## src/shared/meter_pkg.sv

```systemverilog
// Constants for the meter command and status core.
// Assumes a host parser that hands over decoded commands one at a time.
package meter_pkg;
  // ****************************************
  // Register layout
  // ****************************************
  localparam int DEV_STATUS_W = 16;
  localparam int SENSOR_ERR_BIT = 3;
  localparam int OPC_EVENT_BIT = 0;
  localparam logic [7:0] OPC_ASCII = 8'h31;
  // ****************************************
  // Save slots and calculation blocks
  // ****************************************
  localparam int SLOT_COUNT = 10;
  localparam logic [3:0] SLOT_MIN = 4'h1;
  localparam logic [3:0] SLOT_MAX = 4'hA;
  localparam int CALC_BLOCKS = 4;
  // ****************************************
  // Configuration fields and reset values
  // ****************************************
  localparam int EXP_W = 16;
  localparam int RES_W = 3;
  localparam int SRC_W = 2;
  localparam int FN_W = 2;
  localparam int CFG_W = EXP_W + RES_W + SRC_W + FN_W;
  localparam logic [EXP_W-1:0] EXP_RESET = 16'h0014;
  localparam logic [RES_W-1:0] RES_RESET = 3'h3;
  localparam logic [SRC_W-1:0] SRC_RESET = 2'h1;
  localparam logic [FN_W-1:0] FN_SINGLE = 2'h0;
  localparam logic [FN_W-1:0] FN_DIFF = 2'h1;
  localparam logic [FN_W-1:0] FN_RATIO = 2'h2;
  // ****************************************
  // Commands
  // ****************************************
  typedef enum logic [3:0] {
    CMD_NONE = 4'h0,
    CMD_CLS = 4'h1,
    CMD_ESE = 4'h2,
    CMD_OPCQ = 4'h3,
    CMD_OPC = 4'h4,
    CMD_STBQ = 4'h5,
    CMD_SAV = 4'h6,
    CMD_RCL = 4'h7,
    CMD_CONF = 4'h8,
    CMD_INIT = 4'h9,
    CMD_FETCH = 4'hA,
    CMD_READ = 4'hB,
    CMD_MEAS = 4'hC,
    CMD_ABORT = 4'hD
  } cmd_t;
  // Optional argument presence flags
  localparam int ARG_EXP = 0;
  localparam int ARG_RES = 1;
  localparam int ARG_SRC = 2;
endpackage : meter_pkg

```

## src/rtl/meter_step_seq.sv

```systemverilog
// Step sequencer splitting compound measurement commands.
// Assumes the caller holds start for one cycle and accepts steps in order.
`timescale 1ns/1ps
module meter_step_seq (
  // Clock and reset
  input wire logic clk,
  input wire logic nrst,
  // Control
  input wire logic start,
  input wire logic flush,
  input wire meter_pkg::cmd_t cmd,
  input wire logic stepDone,
  // Step output
  output logic stepValid,
  output meter_pkg::cmd_t step,
  output logic busy
);
  // ****************************************
  // State
  // ****************************************
  typedef enum logic [2:0] {
    S_IDLE = 3'b000,
    S_ABORT = 3'b001,
    S_CONF = 3'b010,
    S_INIT = 3'b011,
    S_FETCH = 3'b100
  } seq_t;
  typedef struct packed {
    seq_t st;
    logic withConf;
  } state_t;
  state_t q_r, q_nxt;

  always_comb begin
    q_nxt = q_r;
    if (flush) begin
      q_nxt.st = S_IDLE;
    end else begin
      case (q_r.st)
        S_IDLE: begin
          if (start && cmd == meter_pkg::CMD_MEAS) begin
            q_nxt.st = S_ABORT;
            q_nxt.withConf = 1'b1;
          end else if (start && cmd == meter_pkg::CMD_READ) begin
            q_nxt.st = S_ABORT;
            q_nxt.withConf = 1'b0;
          end
        end
        S_ABORT: begin
          if (stepDone) begin
            q_nxt.st = q_r.withConf ? S_CONF : S_INIT;
          end
        end
        S_CONF: begin
          if (stepDone) begin
            q_nxt.st = S_INIT;
          end
        end
        S_INIT: begin
          if (stepDone) begin
            q_nxt.st = S_FETCH;
          end
        end
        S_FETCH: begin
          if (stepDone) begin
            q_nxt.st = S_IDLE;
          end
        end
        default: begin
          q_nxt.st = S_IDLE;
        end
      endcase
    end
  end

  always_ff @(posedge clk or negedge nrst) begin
    if (!nrst) begin
      q_r <= '{st: S_IDLE, withConf: 1'b0};
    end else begin
      q_r <= q_nxt;
    end
  end

  always_comb begin
    stepValid = (q_r.st != S_IDLE);
    busy = (q_r.st != S_IDLE);
    case (q_r.st)
      S_ABORT: step = meter_pkg::CMD_ABORT;
      S_CONF: step = meter_pkg::CMD_CONF;
      S_INIT: step = meter_pkg::CMD_INIT;
      S_FETCH: step = meter_pkg::CMD_FETCH;
      default: step = meter_pkg::CMD_NONE;
    endcase
  end
endmodule : meter_step_seq

```

## src/rtl/meter_command_status_core.sv

```systemverilog
// Command and status core of a remotely programmed power meter.
// Assumes decoded commands arrive with a valid/ready handshake.
//
// Overview of operation
// Device status bit 3 tracks sensor memory failure
// Other device status bits zero, bit 15 zero
// Completion query queues ASCII 1 when idle
// Completion command sets event bit 0 when idle
// Status byte query clears nothing
// Host syncs: clear, cls, enable, query, poll
// Ten stored configurations can be saved, restored
// Save excludes errors, addresses, offsets, calibration
// Slot numbers limited to one through ten
// Device clear keeps status, errors, configuration
// Device clear aborts, idles, flushes, readies
// Measure runs abort, configure, read in order
// Read runs abort, initiate, fetch in order
// Configure updates settings, never starts measurement
// Fetch returns last acquired result, no acquisition
// Numeric suffix selects calculation block
// Optional arguments: level, resolution, source list
// Difference/ratio resolution applies to both channels
// Source list selects channel and operand pair
// Reset defaults: resolution 3, +20 dBm, single
// Commands handled strictly in arrival order; completion reports wait while later commands are taken and run first
`timescale 1ns/1ps
module meter_command_status_core #(
  parameter int SLOTS = meter_pkg::SLOT_COUNT,
  parameter int BLOCKS = meter_pkg::CALC_BLOCKS,
  parameter int RESULT_W = 32
) (
  // Clock and reset
  input wire logic clk,
  input wire logic nrst,
  // Command port
  input wire logic cmdValid,
  input wire meter_pkg::cmd_t cmdCode,
  input wire logic [1:0] cmdBlock,
  input wire logic [3:0] cmdSlot,
  input wire logic [2:0] cmdArgMask,
  input wire logic [meter_pkg::EXP_W-1:0] cmdExpected,
  input wire logic [meter_pkg::RES_W-1:0] cmdResolution,
  input wire logic [meter_pkg::SRC_W-1:0] cmdSource,
  input wire logic [meter_pkg::FN_W-1:0] cmdFunction,
  input wire logic [7:0] cmdEseValue,
  output logic cmdReady,
  // Device clear
  input wire logic devClear,
  // Sensor and acquisition
  input wire logic sensorMemFail,
  input wire logic acqDone,
  input wire logic [RESULT_W-1:0] acqResult,
  output logic acqStart,
  output logic acqAbort,
  output logic [meter_pkg::CFG_W-1:0] acqConfig,
  // Responses
  output logic outValid,
  output logic [RESULT_W-1:0] outData,
  output logic outFlush,
  output logic [meter_pkg::DEV_STATUS_W-1:0] devStatus,
  output logic [7:0] eventStatus,
  output logic [7:0] eventEnable,
  output logic slotError
);
  // ****************************************
  // Configuration record helpers
  // ****************************************
  typedef logic [meter_pkg::CFG_W-1:0] cfg_t;

  function automatic cfg_t defaultCfg();
    defaultCfg = {meter_pkg::FN_SINGLE, meter_pkg::SRC_RESET,
      meter_pkg::RES_RESET, meter_pkg::EXP_RESET};
  endfunction : defaultCfg

  function automatic cfg_t applyArgs(input cfg_t old, input logic [2:0] m,
      input logic [meter_pkg::EXP_W-1:0] e,
      input logic [meter_pkg::RES_W-1:0] r,
      input logic [meter_pkg::SRC_W-1:0] s,
      input logic [meter_pkg::FN_W-1:0] f);
    cfg_t c;
    c = old;
    c[meter_pkg::CFG_W-1 -: meter_pkg::FN_W] = f;
    if (m[meter_pkg::ARG_EXP]) begin
      c[meter_pkg::EXP_W-1:0] = e;
    end
    if (m[meter_pkg::ARG_RES]) begin
      // One resolution for both operands of diff or ratio
      c[meter_pkg::EXP_W +: meter_pkg::RES_W] = r;
    end
    if (m[meter_pkg::ARG_SRC]) begin
      c[meter_pkg::EXP_W+meter_pkg::RES_W +: meter_pkg::SRC_W] = s;
    end
    applyArgs = c;
  endfunction : applyArgs

  function automatic logic slotOk(input logic [3:0] s);
    slotOk = (s >= meter_pkg::SLOT_MIN) && (s <= meter_pkg::SLOT_MAX);
  endfunction : slotOk

  // ****************************************
  // State
  // ****************************************
  typedef struct packed {
    logic [BLOCKS-1:0][meter_pkg::CFG_W-1:0] cfg;
    logic [SLOTS-1:0][BLOCKS-1:0][meter_pkg::CFG_W-1:0] saved;
    logic [BLOCKS-1:0][RESULT_W-1:0] result;
    logic [1:0] blk;
    logic [2:0] argMask;
    logic [meter_pkg::EXP_W-1:0] exp;
    logic [meter_pkg::RES_W-1:0] res;
    logic [meter_pkg::SRC_W-1:0] src;
    logic [meter_pkg::FN_W-1:0] fn;
    logic acqBusy;
    logic opcqPend;
    logic opcPend;
    logic cmdReady;
    logic acqStart;
    logic acqAbort;
    logic [meter_pkg::CFG_W-1:0] acqConfig;
    logic outValid;
    logic [RESULT_W-1:0] outData;
    logic outFlush;
    logic [meter_pkg::DEV_STATUS_W-1:0] devStatus;
    logic [7:0] esr;
    logic [7:0] ese;
    logic slotError;
  } state_t;
  state_t q_r, q_nxt;

  // ****************************************
  // Step sequencer
  // ****************************************
  logic seqStart;
  logic seqValid;
  logic seqBusy;
  logic stepDone;
  meter_pkg::cmd_t seqStep;
  meter_pkg::cmd_t curCmd;
  logic busy;
  logic take;

  assign busy = seqBusy || q_r.acqBusy;
  // In-order: next command waits for compound and acquisition
  assign take = cmdValid && q_r.cmdReady && !devClear;
  assign seqStart = take &&
    (cmdCode == meter_pkg::CMD_MEAS || cmdCode == meter_pkg::CMD_READ);
  assign curCmd = seqValid ? seqStep : (take ? cmdCode : meter_pkg::CMD_NONE);

  meter_step_seq u_seq (
    .clk(clk),
    .nrst(nrst),
    .start(seqStart),
    .flush(devClear),
    .cmd(cmdCode),
    .stepDone(stepDone),
    .stepValid(seqValid),
    .step(seqStep),
    .busy(seqBusy)
  );

  // INIT step completes on acquisition done, others at once
  assign stepDone = seqValid && (seqStep != meter_pkg::CMD_INIT ||
    (q_r.acqBusy && acqDone));

  // ****************************************
  // Next state
  // ****************************************
  always_comb begin
    logic [1:0] b;
    b = take ? cmdBlock : q_r.blk;
    q_nxt = q_r;
    q_nxt.acqStart = 1'b0;
    q_nxt.acqAbort = 1'b0;
    q_nxt.outValid = 1'b0;
    q_nxt.outFlush = 1'b0;
    q_nxt.slotError = 1'b0;
    if (take) begin
      q_nxt.blk = cmdBlock;
      q_nxt.argMask = cmdArgMask;
      q_nxt.exp = cmdExpected;
      q_nxt.res = cmdResolution;
      q_nxt.src = cmdSource;
      q_nxt.fn = cmdFunction;
    end
    if (q_r.acqBusy && acqDone) begin
      q_nxt.acqBusy = 1'b0;
      q_nxt.result[q_r.blk] = acqResult;
    end
    case (curCmd)
      meter_pkg::CMD_CLS: begin
        q_nxt.esr = 8'h00;
      end
      meter_pkg::CMD_ESE: begin
        q_nxt.ese = cmdEseValue;
      end
      meter_pkg::CMD_OPCQ: begin
        q_nxt.opcqPend = 1'b1;
      end
      meter_pkg::CMD_OPC: begin
        q_nxt.opcPend = 1'b1;
      end
      meter_pkg::CMD_STBQ: begin
        // Read-only: no status bit is touched
        q_nxt.outValid = 1'b1;
        q_nxt.outData = RESULT_W'({q_r.esr != 8'h00, q_r.outValid});
      end
      meter_pkg::CMD_SAV: begin
        if (slotOk(cmdSlot)) begin
          q_nxt.saved[cmdSlot - 4'h1] = q_r.cfg;
        end else begin
          q_nxt.slotError = 1'b1;
        end
      end
      meter_pkg::CMD_RCL: begin
        if (slotOk(cmdSlot)) begin
          q_nxt.cfg = q_r.saved[cmdSlot - 4'h1];
        end else begin
          q_nxt.slotError = 1'b1;
        end
      end
      meter_pkg::CMD_CONF: begin
        // Settings only; acquisition is not started
        q_nxt.cfg[b] = applyArgs(q_r.cfg[b],
          seqValid ? q_r.argMask : cmdArgMask,
          seqValid ? q_r.exp : cmdExpected,
          seqValid ? q_r.res : cmdResolution,
          seqValid ? q_r.src : cmdSource,
          seqValid ? q_r.fn : cmdFunction);
      end
      meter_pkg::CMD_INIT: begin
        if (!q_r.acqBusy && !q_r.acqStart) begin
          q_nxt.acqStart = 1'b1;
          q_nxt.acqBusy = 1'b1;
          q_nxt.acqConfig = q_r.cfg[b];
        end
      end
      meter_pkg::CMD_FETCH: begin
        q_nxt.outValid = 1'b1;
        q_nxt.outData = q_r.result[b];
      end
      meter_pkg::CMD_ABORT: begin
        q_nxt.acqAbort = 1'b1;
        q_nxt.acqBusy = 1'b0;
      end
      default: begin
      end
    endcase
    // Completion reporting once nothing is pending
    if (q_r.opcqPend && !busy && !take) begin
      q_nxt.opcqPend = 1'b0;
      q_nxt.outValid = 1'b1;
      q_nxt.outData = RESULT_W'(meter_pkg::OPC_ASCII);
    end
    if (q_r.opcPend && !busy && !take) begin
      q_nxt.opcPend = 1'b0;
      q_nxt.esr[meter_pkg::OPC_EVENT_BIT] = 1'b1;
    end
    q_nxt.devStatus = '0;
    q_nxt.devStatus[meter_pkg::SENSOR_ERR_BIT] = sensorMemFail;
    // Device clear: status, errors and configuration kept
    if (devClear) begin
      q_nxt.acqAbort = q_r.acqBusy;
      q_nxt.acqBusy = 1'b0;
      q_nxt.acqStart = 1'b0;
      q_nxt.opcqPend = 1'b0;
      q_nxt.opcPend = 1'b0;
      q_nxt.outValid = 1'b0;
      q_nxt.outFlush = 1'b1;
    end
    q_nxt.cmdReady = !devClear && !seqStart &&
      !(seqBusy && !(seqValid && seqStep == meter_pkg::CMD_FETCH &&
      stepDone)) && !(q_nxt.acqBusy && !seqBusy) ;
  end

  // ****************************************
  // Registers
  // ****************************************
  always_ff @(posedge clk or negedge nrst) begin
    if (!nrst) begin
      q_r <= '0;
      for (int i = 0; i < BLOCKS; i++) begin
        q_r.cfg[i] <= defaultCfg();
      end
      q_r.cmdReady <= 1'b1;
    end else begin
      q_r <= q_nxt;
    end
  end

  // ****************************************
  // Outputs
  // ****************************************
  assign cmdReady = q_r.cmdReady;
  assign acqStart = q_r.acqStart;
  assign acqAbort = q_r.acqAbort;
  assign acqConfig = q_r.acqConfig;
  assign outValid = q_r.outValid;
  assign outData = q_r.outData;
  assign outFlush = q_r.outFlush;
  assign devStatus = q_r.devStatus;
  assign eventStatus = q_r.esr;
  assign eventEnable = q_r.ese;
  assign slotError = q_r.slotError;
endmodule : meter_command_status_core

```

## config.mk

```make
export PLATFORM = sky130hd
export DESIGN_NAME = meter_command_status_core
export DESIGN_NICKNAME = d
export VERILOG_FILES = /design/src/shared/meter_pkg.sv /design/src/rtl/meter_step_seq.sv /design/src/rtl/meter_command_status_core.sv
export SDC_FILE = /design/constraint.sdc
export NUM_CORES = 2
export LEC_CHECK = 0
export ABC_AREA = 1
export ABC_CLOCK_PERIOD_IN_PS = 3700
export BUFFER_PORTS_ARGS = -buffer_cell sky130_fd_sc_hd__buf_4
export CAP_MARGIN = 20
export CORE_UTILIZATION = 61
export CTS_BUF_LIST = sky130_fd_sc_hd__clkbuf_4 sky130_fd_sc_hd__clkbuf_8 sky130_fd_sc_hd__clkbuf_16
export DETAILED_ROUTE_END_ITERATION = 8
export PLACE_DENSITY = 0.81
export SYNTH_ARGS = -nofsm -noshare
export SYNTH_HDL_FRONTEND = slang
export SYNTH_HIERARCHICAL = 1
export SYNTH_SLANG_ARGS = --single-unit
```

## constraint.sdc

```tcl
create_clock -name clk -period 3.7 [get_ports clk]
set_input_delay 0.37 -clock clk [delete_from_list [all_inputs] [get_ports clk]]
set_output_delay 0.37 -clock clk [all_outputs]
set_load 0.03 [all_outputs]
```

==> results summary <==
The flow ran to the end, and the final reports show no timing, DRC or antenna violations. The signed area change from the synthesized netlist to the final layout came out at 11.8%. Cell internal power was estimated by the tool at roughly 26000 µW.

By count the netlist is led by sky130_fd_sc_hd__nand2_1 (3668), sky130_fd_sc_hd__dfrtp_1 (1225), sky130_fd_sc_hd__o21ai_0 (1063). The pin count of the biggest net entering global routing came out at 251. The actual slew at the worst max-slew pin is 1.34 ns.

The number of flip-flops and latches in the synthesized netlist came out at 1246. The largest incremental delay on the critical path is around 0.65 ns. Port buffering added 152 buffers. The area share of the largest cell type after synthesis came out at 52.0%.

The worst endpoint required time is 4.31 ns. The max-slew violation count came out at 0. The area used by multi-input combinational logic came out at between 20000 and 25000 µm². The number of maximum-capacitance violations is 0. The first-pass GRT wire length is approximately 280000 µm. The share of the Yosys chip area taken by registers is 52.9%. The tree is rooted in a sky130_fd_sc_hd__clkbuf_16. The smallest clock period supported by the final layout is computed as 3.55 ns.

The clock drives 1246 sinks. The critical path data arrival time is 4.16 ns. The maximum VDD drop came out at 0.000515 V.

Counting flops with a built-in enable in the synthesized netlist gives 0. In this run the power density over the cells is 629 nW/µm². The synthesized area per cell is 7.54 µm². The worst setup path is captured at a flop. The switching power share of the total is 37.1%. The dominant cell type by area after synthesis is sky130_fd_sc_hd__dfrtp_1. Synthesis produced a netlist whose cell count is 7824. The number of antenna violations at the first check in global routing came out at 7. The wire length per cell came out at approximately 20 µm. TritonCTS built the clock tree. The layout has 7392 filler cells. The first detailed-routing pass took 8 iterations. The clock latency at the later pin of the worst-skew pair is around 0.76 ns. The number of hold-slack violations in the final timing report came out at 0.

The library cell contributing the largest single delay on the critical path is sky130_fd_sc_hd__nand3_4. The total number of H-tree levels came out at 4. Among all flip-flop cells after synthesis, the most frequent one is sky130_fd_sc_hd__dfrtp_1. After synthesis, the share of flip-flops with an asynchronous set or reset is 100%. In this run the horizontal extent of the chip is 313 µm. The setup-violating endpoint count in the final report is 0. The clock group share of total power came out at 33.8%. The post-route cell area came out at 65900 µm².

Derived from the worst setup path, the maximum achievable clock frequency is 0.282 GHz. The final layout contains around 7.7k nets. The worst hold slack came out at 0.130 ns. Routability-driven placement finished with a final weighted congestion of 0.897. Walking the worst path, the cells encountered are inv_2 > nand2_1 > buf_4 > nand2_1 > nand2_1 > inv_2 > nor2_4 > nand2_1 > nor2_4 > nand3_4 > buf_12 > nand2_1 > o21ai_0. The total length of routed wires came out at ~180000 µm.

The startpoint kind of the worst setup timing path is a flop. The total net switching power came out at 15400 µW. The wire-length estimate of the detail-placed layout is roughly 94000 µm. The classification of the worst setup path is flop to flop. The post-detailed-route DRC marker count is 0. The area of the placeable core is roughly 95000 µm². The distinct cell type count of the synthesized netlist came out at 34. The placement-stage cell area is 60500 µm². The most common cell in the netlist is sky130_fd_sc_hd__nand2_1. The total CTS buffers is 133.

The post-route netlist has about 7.7% of its cells at a drive strength greater than 1. The sequential cells in the finished layout cover a total of 31200 µm². In this run the cell area of the synthesized design comes to ~59000 µm². The post-detailed-route count of antenna-violating nets is 0. By area the synthesized netlist is led by sky130_fd_sc_hd__dfrtp_1 (52%), sky130_fd_sc_hd__nand2_1 (23%), sky130_fd_sc_hd__o21ai_0 (9.0%).

The detailed router finished its first iteration with between 7k and 8k violations. The total routing usage reported by global routing came out at 36.5%. The via count normalized by instance count is between 5 and 6.

The number of vias in the routed layout is 53.4k. The global route total overflow is 0. The floorplan step defined a die boundary enclosing 97900 µm². In this run the core area contains 113 standard-cell rows. The maximum clock insertion buffer count came out at 3. Of the total power, registers draw 38.4%. The worst setup skew after layout is 0.0316 ns. The tightest min-delay check is of the input pin to async pin type. The count of boundary I/O pins is roughly 180. The cell leakage power came out at ~0.033 µW. The total design power came out at 41400 µW.

The relative contribution of combinational cells to total power came out at 27.8%. The number of warning messages in the yosys log came out at 6. Measured along the y axis, the die boundary spans 313 µm. The clock-pin slew on the worst setup and hold paths is 0.06 ns.

In the finished design, the share of the clock period the worst path needs comes to 95.9%. Along the worst path, the maximum fanout reaches 36. The via count of the first global-routing pass is a little over 50k. The max-slew headroom at the worst pin is between 10% and 20%.

The cell occurring most often along the worst timing path is sky130_fd_sc_hd__nand2_1. The starting density of the core is 61.8%.
## power by group through the flow
| stage | Combinational (µW) | Clock [µW] | Sequential, µW |
|---|---|---|---|
| 2_1_floorplan | 6850 | 0 | 15900 |
| 3_3_place_gp | 10700 | 0 | 16000 |
| 3_5_place_dp | 10900 | 0 | 16100 |
| 4_1_cts | 11100 | 14100 | 15800 |
| 5_1_grt | 12200 | 14600 | 16000 |
| 6_report | 11500 | 14000 | 15900 |
## routing by layer
| layer | vias to the layer above | GRT usage, % | part of all wire, % |
|---|---|---|---|
| met5 | - | 0 | 0 |
| met4 | 0 | 18.6 | 5.1 |
| met3 | 613 | 8.00 | 11 |
| met2 | 3156 | 57.0 | 46 |
| met1 | 25385 | 48.4 | 38 |
| li1 | 24292 | - | - |
## cell usage in the layout, fill, tap and decap left out, types with 27 or more instances in the layout
cell / count
sky130_fd_sc_hd__a21oi_1: 297
sky130_fd_sc_hd__clkbuf_4: 27
sky130_fd_sc_hd__o21ai_1: 92
sky130_fd_sc_hd__buf_4: 214
sky130_fd_sc_hd__buf_12: 57
sky130_fd_sc_hd__o21ai_0: 1063
sky130_fd_sc_hd__clkbuf_8: 28
sky130_fd_sc_hd__nand4_1: 38
sky130_fd_sc_hd__dfrtp_1: 1225
sky130_fd_sc_hd__inv_1: 247
sky130_fd_sc_hd__nand3_1: 269
sky130_fd_sc_hd__nand2_1: 3663
sky130_fd_sc_hd__nor2_1: 120
sky130_fd_sc_hd__clkbuf_16: 141
sky130_fd_sc_hd__dlygate4sd3_1: 73
## repair_timing
item                       CTS  global route
gates resized for setup      0             0
setup endpoints to repair    0            97
hold buffers                73             0
buffers inserted             0             2
hold endpoints to repair   324             0
## area by class of cell
type | count | share of cell area [%]
sequential | 1246 | 47.3
multi-input combinational | 5655 | 36.4
clock buffer | 196 | 6.25
timing repair buffer | 345 | 5.30
tap | 1265 | 2.40
inverter | 260 | 1.51
clock inverter | 42 | 0.775
antenna | 6 | 0.0228
## cell families after synthesis
| family | after synthesis | synth area share [%] |
|---|---|---|
| AND/OR/NAND/NOR | 4135 | 27.2 |
| AO/OA/AOI/OAI | 1484 | 12.7 |
| flip-flops | 1246 | 52.9 |
| buffers and inverters | 944 | 6.80 |
| multiplexers | 8 | 0.153 |
| adder cells (fa/ha/maj) | 5 | 0.106 |
| other | 1 | 0.00636 |
| XOR/XNOR | 1 | 0.0276 |
## critical path, delay by kind of cell, from the launching register on
family                 cells  cell delay, ns
and+or+nand+nor            8            1.96
buffers and inverters      4            0.88
DFF                        1            0.45
AOI/OAI and AO/OA          1            0.11
## registers in the layout, summed over array words and instances, names as in the netlist, 4 cells and up
signal	cells
eventEnable	8
q_r	1171
u_seq/q_r	4
acqConfig	23
outData	32
## worst paths after layout
path	cells after the start	to	startpoint	slack [ns]
max	13	q_r[811]$_DFFE_PN0P_	u_seq/q_r[3]$_DFFE_PN0P_	0.15
max reg2reg	13	q_r[811]$_DFFE_PN0P_	u_seq/q_r[3]$_DFFE_PN0P_	0.15
min in group clk	3	q_r[123]$_DFFE_PN0N_	cmdBlock[1]	0.15
min reg2reg	2	outData[16]$_DFFE_PN0P_	outData[16]$_DFFE_PN0P_	0.47
min	2	devStatus[3]$_DFF_PN0_	nrst	0.13
max in group asynchronous	3	q_r[590]$_DFFE_PN0P_	nrst	2.33
## through the flow
| stage | setup TNS [ns] | std cells | setup WS, ns | utilization [%] |
|---|---|---|---|---|
| after global routing | -0.00978 | 9013 | -0.00687 | 69.1 |
| after CTS | 0 | 9007 | 0.0789 | 69.0 |
| after detailed placement | 0 | 8696 | 0.125 | 63.4 |
| final | 0 | 9015 | 0.152 | 69.1 |
| after global placement | 0 | 8696 | 0.239 | 63.4 |
| after floorplan | 0 | 7845 | 0.412 | - |
(Power assumes the default switching activity.)
